==> src/srsr_params.svh <==
// Bit positions, event masks and reset values of the status reporting block
`ifndef SRSR_PARAMS_SVH
`define SRSR_PARAMS_SVH

// Serial poll summary byte
`define SRSR_SP_ACQ_IDLE   0
`define SRSR_SP_CMD_IDLE   1
`define SRSR_SP_FAULT      2
`define SRSR_SP_MEAS       3
`define SRSR_SP_OUT_AVAIL  4
`define SRSR_SP_STD_EVENT  5
`define SRSR_SP_SRQ        6

// Standard event flags
`define SRSR_SE_IN_OVF     0
`define SRSR_SE_OUT_OVF    2
`define SRSR_SE_EXEC_ERR   4
`define SRSR_SE_ILLEGAL    5
`define SRSR_SE_USER_REQ   6
`define SRSR_SE_POWER_ON   7

// Bits that events can set in the standard, fault and measurement status bytes
`define SRSR_SE_USED       8'hf5
`define SRSR_FAULT_USED    8'hf6
`define SRSR_MEAS_USED     8'h7f

// Reset values
`define SRSR_MASK_RESET    8'h00
`define SRSR_PSC_RESET     1'b1

`endif

==> src/srsr_pkg.sv <==
// Types shared by the status reporting block and its users
package srsr_pkg;

	// Host command kind
	typedef enum logic [1:0] {
		SRSR_OP_CLEAR,
		SRSR_OP_WRITE_BYTE,
		SRSR_OP_WRITE_BIT,
		SRSR_OP_QUERY
	} srsr_op_type;

	// Byte addressed by a command
	typedef enum logic [3:0] {
		SRSR_SEL_STD_ENABLE,
		SRSR_SEL_STD_STATUS,
		SRSR_SEL_SP_ENABLE,
		SRSR_SEL_SP_STATUS,
		SRSR_SEL_PSC,
		SRSR_SEL_FAULT_ENABLE,
		SRSR_SEL_FAULT_STATUS,
		SRSR_SEL_MEAS_ENABLE,
		SRSR_SEL_MEAS_STATUS
	} srsr_sel_type;

endpackage

==> src/srsr_status.sv <==
// Status bytes, enable masks, serial poll summary and service request
`timescale 1ns/1ps
`include "srsr_params.svh"
module srsr_status
(
	// Clock and reset
	input  wire logic                 clk,
	input  wire logic                 reset,
	// Host command port
	input  wire logic                 cmdValid,
	input  wire srsr_pkg::srsr_op_type  cmdOp,
	input  wire srsr_pkg::srsr_sel_type cmdSel,
	input  wire logic                 cmdHasIndex,
	input  wire logic [2:0]           cmdIndex,
	input  wire logic                 cmdBit,
	input  wire logic [7:0]           cmdData,
	input  wire logic                 serialPoll,
	// Query answer
	output logic                      rspValid,
	output logic [7:0]                rspData,
	// Instrument events and levels
	input  wire logic                 acquisitionIdle,
	input  wire logic                 commandIdle,
	input  wire logic                 outputAvailable,
	input  wire logic                 inputQueueOverflow,
	input  wire logic                 outputQueueOverflow,
	input  wire logic                 execError,
	input  wire logic                 illegalCommand,
	input  wire logic                 userRequest,
	input  wire logic [6:0]           measEvent,
	input  wire logic [7:0]           faultEvent,
	// Retained settings restore, and power-on clear flag for saving
	input  wire logic                 restoreLoad,
	input  wire logic                 restorePsc,
	input  wire logic [7:0]           restoreStdEnable,
	input  wire logic [7:0]           restoreSpEnable,
	input  wire logic [7:0]           restoreFaultEnable,
	input  wire logic [7:0]           restoreMeasEnable,
	output logic                      pscFlag,
	// Service request line and summary byte
	output logic                      serviceRequest,
	output logic [7:0]                serialPollSummary
);
	import srsr_pkg::*;

	logic [7:0] stdEnable_q, stdEnable_d;
	logic [7:0] spEnable_q, spEnable_d;
	logic [7:0] faultEnable_q, faultEnable_d;
	logic [7:0] measEnable_q, measEnable_d;
	logic       psc_q, psc_d;
	logic [7:0] standardEventFlags_q, standardEventFlags_d;
	logic [7:0] faultFlags_q, faultFlags_d;
	logic [7:0] measFlags_q, measFlags_d;
	logic       srq_q, srq_d;
	logic       powerUp_q;
	logic       rspValid_q, rspValid_d;
	logic [7:0] rspData_q, rspData_d;
	logic [7:0] spSummary_q;
	logic [7:0] spNow;
	logic [7:0] stdSet, qByte;
	logic       wrByte, wrBit, doClear, reqLevel;

	// Decoded command strobes
	assign doClear = cmdValid && cmdOp == SRSR_OP_CLEAR;
	assign wrByte  = cmdValid && cmdOp == SRSR_OP_WRITE_BYTE;
	assign wrBit   = cmdValid && cmdOp == SRSR_OP_WRITE_BIT;

	// Event sources of the standard byte; power-up flag fires once after reset
	always_comb
	begin
		stdSet = 8'h00;
		stdSet[`SRSR_SE_IN_OVF]   = inputQueueOverflow;
		stdSet[`SRSR_SE_OUT_OVF]  = outputQueueOverflow;
		stdSet[`SRSR_SE_EXEC_ERR] = execError;
		stdSet[`SRSR_SE_ILLEGAL]  = illegalCommand;
		stdSet[`SRSR_SE_USER_REQ] = userRequest;
		stdSet[`SRSR_SE_POWER_ON] = powerUp_q;
	end

	// Live serial poll byte; bits 0,1,4 follow their levels directly
	always_comb
	begin
		spNow = 8'h00;
		spNow[`SRSR_SP_ACQ_IDLE]  = acquisitionIdle;
		spNow[`SRSR_SP_CMD_IDLE]  = commandIdle;
		spNow[`SRSR_SP_FAULT]     = |(faultFlags_q & faultEnable_q);
		spNow[`SRSR_SP_MEAS]      = |(measFlags_q & measEnable_q);
		spNow[`SRSR_SP_OUT_AVAIL] = outputAvailable;
		spNow[`SRSR_SP_STD_EVENT] = |(standardEventFlags_q & stdEnable_q);
		spNow[`SRSR_SP_SRQ]       = srq_q;
	end

	// Service is wanted by any enabled poll bit other than the request bit itself
	assign reqLevel = |(spNow[5:0] & spEnable_q[5:0]);

	// Enable masks and the power-on clear flag
	always_comb
	begin
		stdEnable_d   = stdEnable_q;
		spEnable_d    = spEnable_q;
		faultEnable_d = faultEnable_q;
		measEnable_d  = measEnable_q;
		psc_d         = psc_q;
		if (restoreLoad)
		begin
			// Masks survive a power cycle only while the flag is clear
			psc_d         = restorePsc;
			stdEnable_d   = restorePsc ? `SRSR_MASK_RESET : restoreStdEnable;
			spEnable_d    = restorePsc ? `SRSR_MASK_RESET : restoreSpEnable;
			faultEnable_d = restorePsc ? `SRSR_MASK_RESET : restoreFaultEnable;
			measEnable_d  = restorePsc ? `SRSR_MASK_RESET : restoreMeasEnable;
		end
		else if (wrByte)
		begin
			unique case (cmdSel)
				SRSR_SEL_STD_ENABLE:   stdEnable_d   = cmdData;
				SRSR_SEL_SP_ENABLE:    spEnable_d    = cmdData;
				SRSR_SEL_FAULT_ENABLE: faultEnable_d = cmdData;
				SRSR_SEL_MEAS_ENABLE:  measEnable_d  = cmdData;
				SRSR_SEL_PSC:          psc_d         = cmdData[0];
				default:               ;
			endcase
		end
		else if (wrBit)
		begin
			unique case (cmdSel)
				SRSR_SEL_STD_ENABLE:   stdEnable_d[cmdIndex]   = cmdBit;
				SRSR_SEL_SP_ENABLE:    spEnable_d[cmdIndex]    = cmdBit;
				SRSR_SEL_FAULT_ENABLE: faultEnable_d[cmdIndex] = cmdBit;
				SRSR_SEL_MEAS_ENABLE:  measEnable_d[cmdIndex]  = cmdBit;
				default:               ;
			endcase
		end
	end

	always_ff @(posedge clk or posedge reset)
	begin
		if (reset)
		begin
			stdEnable_q   <= `SRSR_MASK_RESET;
			spEnable_q    <= `SRSR_MASK_RESET;
			faultEnable_q <= `SRSR_MASK_RESET;
			measEnable_q  <= `SRSR_MASK_RESET;
			psc_q         <= `SRSR_PSC_RESET;
		end
		else
		begin
			stdEnable_q   <= stdEnable_d;
			spEnable_q    <= spEnable_d;
			faultEnable_q <= faultEnable_d;
			measEnable_q  <= measEnable_d;
			psc_q         <= psc_d;
		end
	end

	// Sticky status bytes; a new event in the clearing cycle is kept
	always_comb
	begin
		standardEventFlags_d = doClear ? 8'h00 : standardEventFlags_q;
		faultFlags_d         = doClear ? 8'h00 : faultFlags_q;
		measFlags_d          = doClear ? 8'h00 : measFlags_q;
		standardEventFlags_d = standardEventFlags_d | (stdSet & `SRSR_SE_USED);
		faultFlags_d = faultFlags_d | (faultEvent & `SRSR_FAULT_USED);
		measFlags_d  = measFlags_d | ({1'b0, measEvent} & `SRSR_MEAS_USED);
		// Request latches on service need; poll or clear drops it, and it latches again next cycle if still needed
		srq_d = srq_q;
		if (doClear || serialPoll)
			srq_d = 1'b0;
		if (reqLevel && !srq_q)
			srq_d = 1'b1;
	end

	always_ff @(posedge clk or posedge reset)
	begin
		if (reset)
		begin
			standardEventFlags_q <= 8'h00;
			faultFlags_q         <= 8'h00;
			measFlags_q          <= 8'h00;
			srq_q                <= 1'b0;
			powerUp_q            <= 1'b1;
		end
		else
		begin
			standardEventFlags_q <= standardEventFlags_d;
			faultFlags_q         <= faultFlags_d;
			measFlags_q          <= measFlags_d;
			srq_q                <= srq_d;
			powerUp_q            <= 1'b0;
		end
	end

	// Query answer: whole byte, or the named bit alone in bit 0
	always_comb
	begin
		unique case (cmdSel)
			SRSR_SEL_STD_ENABLE:   qByte = stdEnable_q;
			SRSR_SEL_STD_STATUS:   qByte = standardEventFlags_q;
			SRSR_SEL_SP_ENABLE:    qByte = spEnable_q;
			SRSR_SEL_SP_STATUS:    qByte = spNow;
			SRSR_SEL_PSC:          qByte = {7'h00, psc_q};
			SRSR_SEL_FAULT_ENABLE: qByte = faultEnable_q;
			SRSR_SEL_FAULT_STATUS: qByte = faultFlags_q;
			SRSR_SEL_MEAS_ENABLE:  qByte = measEnable_q;
			SRSR_SEL_MEAS_STATUS:  qByte = measFlags_q;
			default:               qByte = 8'h00;
		endcase
		rspValid_d = cmdValid && cmdOp == SRSR_OP_QUERY;
		rspData_d  = rspData_q;
		if (rspValid_d)
			rspData_d = cmdHasIndex ? {7'h00, qByte[cmdIndex]} : qByte;
	end

	always_ff @(posedge clk or posedge reset)
	begin
		if (reset)
		begin
			rspValid_q  <= 1'b0;
			rspData_q   <= 8'h00;
			spSummary_q <= 8'h00;
		end
		else
		begin
			rspValid_q  <= rspValid_d;
			rspData_q   <= rspData_d;
			spSummary_q <= spNow;
		end
	end

	// Outputs straight from flip-flops
	assign rspValid          = rspValid_q;
	assign rspData           = rspData_q;
	assign pscFlag           = psc_q;
	assign serviceRequest    = srq_q;
	assign serialPollSummary = spSummary_q;
endmodule
==> config.mk <==
export PLATFORM = sky130hd
export DESIGN_NAME = srsr_status
export DESIGN_NICKNAME = d
export VERILOG_FILES = /design/src/srsr_pkg.sv /design/src/srsr_status.sv
export VERILOG_INCLUDE_DIRS = /design/src /design/src/src
export SDC_FILE = /design/constraint.sdc
export NUM_CORES = 1
export LEC_CHECK = 0
export ABC_AREA = 0
export BUFFER_PORTS_ARGS = -buffer_cell sky130_fd_sc_hd__buf_2
export CAP_MARGIN = 25
export CORE_ASPECT_RATIO = 1.4
export CORE_MARGIN = 2
export CORE_UTILIZATION = 29
export DETAILED_ROUTE_END_ITERATION = 12
export SYNTH_ARGS = -nofsm -noshare
export SYNTH_HDL_FRONTEND = slang
export SYNTH_SLANG_ARGS = --single-unit
==> constraint.sdc <==
create_clock -name clk -period 2.3 [get_ports clk]
set_input_delay 0.46 -clock clk [delete_from_list [all_inputs] [get_ports clk]]
set_output_delay 0.46 -clock clk [all_outputs]
set_load 0.1 [all_outputs]
==> summary.md <==
| Metric | Value |
|---|---|
| Run status | finished clean |
| Synth warn | 0 |
| Clk pin slew, worst setup/hold paths | 0.06 ns |
| Fin nets | 603 |
| Largest net degree at the start of global routing | 71 |
| Final Cycle Share | 84.71% |
| WS Path Type | reg2reg |
| CP max stage cell | dfrtp_1 |
| Worst Path Buf+Inv | 1 |
| Slew Limit Fails | 0 |
| Critical Path, Cell by Cell | a22oi_1 -> nand3_1 -> a221oi_1 -> buf_4 -> nor2b_1 -> a2111oi_2 -> a31oi_1 |
| P per Cell Area | 829.2 mW/mm^2 |
| Drt drc | 0 |
| Wire per inst | 20.19 um |
| Most common cell after layout, fill and taps aside | buf_2 |
| First-pass GRT wire length | 21220 um |
| Vias in the first global route | 3819 |
| Total gr overflow | 0 |
| Die height | 140.0 um |
| Critical Path Max Stage Delay | 0.45 ns |
| Global Route Usage Sum | 19.72% |
| Antenna-violating nets left | 0 |
| Setup repair after global routing missed its margin | false |
| Max VDD drop | 0.0003486 V |
| Worst Setup SP | faultEnable_q[6] |
| Asr flop ratio synth | 100.0% |
| Total die area | 0.01417 mm^2 |
| #FFs+latches synth | 70 |
| Worst-Skew Late Latency | 0.34 ns |
| CP Data Arrival Time | 2.16 ns |
| Total of max-cap violations | 0 |
| # hold bufs at CTS | 0 |
| F_max | 513.3 MHz |
| Core box area | 0.01287 mm^2 |
| Synth top area cells | dfrtp_1 44%, o31ai_1 6.9%, a21oi_1 6.4%, o21ai_0 4.4%, a21o_1 3.9% |
| Initial core utilization | 29.78% |
| Vias | 3788 |
| WL final | 13750 um |
| Crit Path Max Fanout | 3 |
| Number of post-CTS setup repair buffers | 0 |
| CTS Buffer Depth | 2 |
| Cell Rows | 49 |
| Antenna violations before repair | 0 |
| Commonest cells after routing, fill and taps aside | 95 x buf_2, 68 x dfrtp_1, 49 x a21oi_1 |
| Worst Skew | 0.005520 ns |
| Hold slack | 0.1942 ns |
| Gates resized, CTS repair | 0 |
| Share of cells above drive strength 1 | 30.87% |
| Die Wd | 101.2 um |
| Main synth FF type | dfrtp_1 |
| CTS H-Tree Depth | 3 |
| Port buffer count | 95 |
| Post-Synthesis Cells | 403 |
| Leakage dissipation | 2.192 nW |
| Setup TNS | 0 ns |
| GP Congestion | 0.9303 |
| Tmin final | 1.948 ns |
| Fin. Hold Viols | 0 |
| Mean Syn Cell Area | 9.513 um^2 |
| Place WS | 0.04685 ns |
| Final setup viols | 0 |
| HPWL after detailed placement | 10600 um |
| Total CTS buffers | 9 |
| CP top delay family | compound AO/OA/AOI/OAI gates |
| Worst Setup Start Kind | flop |
| 1st-iter DRT viols | 262 |
| Syn-to-layout area delta | 30.58% |
| Fillers | 1327 |
| Top cell type's share of synthesized area | 44.39% |
| Via/cell ratio | 5.562 |
| CP endpoint kind | flop |
| HP Class | in2async |
| Post-synth top area cell | dfrtp_1 |
| Post-synthesis sequential area ratio | 45.76% |
| Post-synth EDFFs | 0 |
| Syn Std Cell Area | 0.003834 mm^2 |
| Crit path required time | 2.51 ns |
| Ant diodes | 0 |
| I/O Pins | 99 |
| CTS tree | yes |
| Root buffer cell | clkbuf_16 |
| R2r startpoint | faultEnable_q[6] |
| Final worst setup slack | 0.3517 ns |
| Clk sink count | 70 |
| Cell variety after synth | 56 |
| First-pass iteration count of the detailed router | 5 |
[layout make-up]
class | instances | area, um^2 | area share, %
multi-input combinational | 301 | 1918 | 38.32
sequential | 70 | 1754 | 35.04
timing repair buffer | 133 | 773.2 | 15.45
clock buffer | 10 | 229.0 | 4.574
tap | 153 | 191.4 | 3.824
clock inverter | 6 | 110.1 | 2.199
inverter | 8 | 30.03 | 0.5999
[final timing paths]
path                                             end  slack, ns  depth (start not counted)
worst max register to register            rspData[0]       0.35                          7
max in group asynchronous                    pscFlag       1.78                          3
min in group clk                serialPollSummary[1]       0.27                          1
worst min-delay path            serialPollSummary[2]       0.19                          3
worst max-delay path                      rspData[0]       0.35                          7
worst min register to register            rspData[6]       0.48                          2
[synthesized netlist by cell type (all sizes together), types with 6 or more instances]
library cell,number
nand2,25
nor2,19
dfrtp,68
nand3,17
inv,8
a22oi,12
a21oi,49
a21o,20
nor3b,6
o31ai,35
o21ai,37
clkbuf,9
buf,16
a22o,7
[worst register-to-register path, cell delays in order (launching register included)]
cell	delay, ns
dfrtp_1	0.45
a22oi_1	0.24
nand3_1	0.24
a221oi_1	0.32
buf_4	0.18
nor2b_1	0.06
a2111oi_2	0.21
a31oi_1	0.12
[power breakdown]
part	internal, mW	switching [mW]
registers	1.37	0.123
clock network	1.06	0.524
logic	0.300	0.780
total	2.72	1.43
[per-layer routing]
metal | share of wire (%) | vias up | GRT usage, %
li1 | - | 1785 | -
met1 | 40 | 1812 | 24.24
met2 | 50 | 161 | 32.97
met3 | 5.8 | 30 | 3.543
met4 | 3.8 | 0 | 9.388
met5 | 0 | - | 0
[metrics by stage]
stage	util [%]	std cells	power (mW)	instance area, um^2
after floorplan	-	404	2.225	3837
after global placement	36.25	665	2.580	4667
after detailed placement	36.25	665	2.588	4667
after CTS	38.88	681	4.180	5006
after global routing	38.88	681	4.311	5006
final	38.88	681	4.151	5006
[state kept, by name, indices dropped and copies added, names as in the netlist]
register              flops
standardEventFlags_q      6
spEnable_q                8
stdEnable_q               8
pscFlag                   1
measFlags_q               7
rspData                   8
powerUp_q                 1
serviceRequest            1
faultEnable_q             8
serialPollSummary         7
faultFlags_q              6
measEnable_q              8
rspValid                  1
[logic make-up (layout without fill, tap and decap cells)]
group                     after synthesis  count (layout)  share of synthesized area, %
AOI/OAI and AO/OA                     190             190                         33.06
and+or+nand+nor                       100             100                         14.10
DFF                                    70              70                         45.76
buffers and inverters                  33             157                         4.373
muxes                                   8               8                         2.383
other                                   1               2                       0.09782
xor gates and xnor gates                1               1                        0.2285
Power figures use the tool's default switching activity.
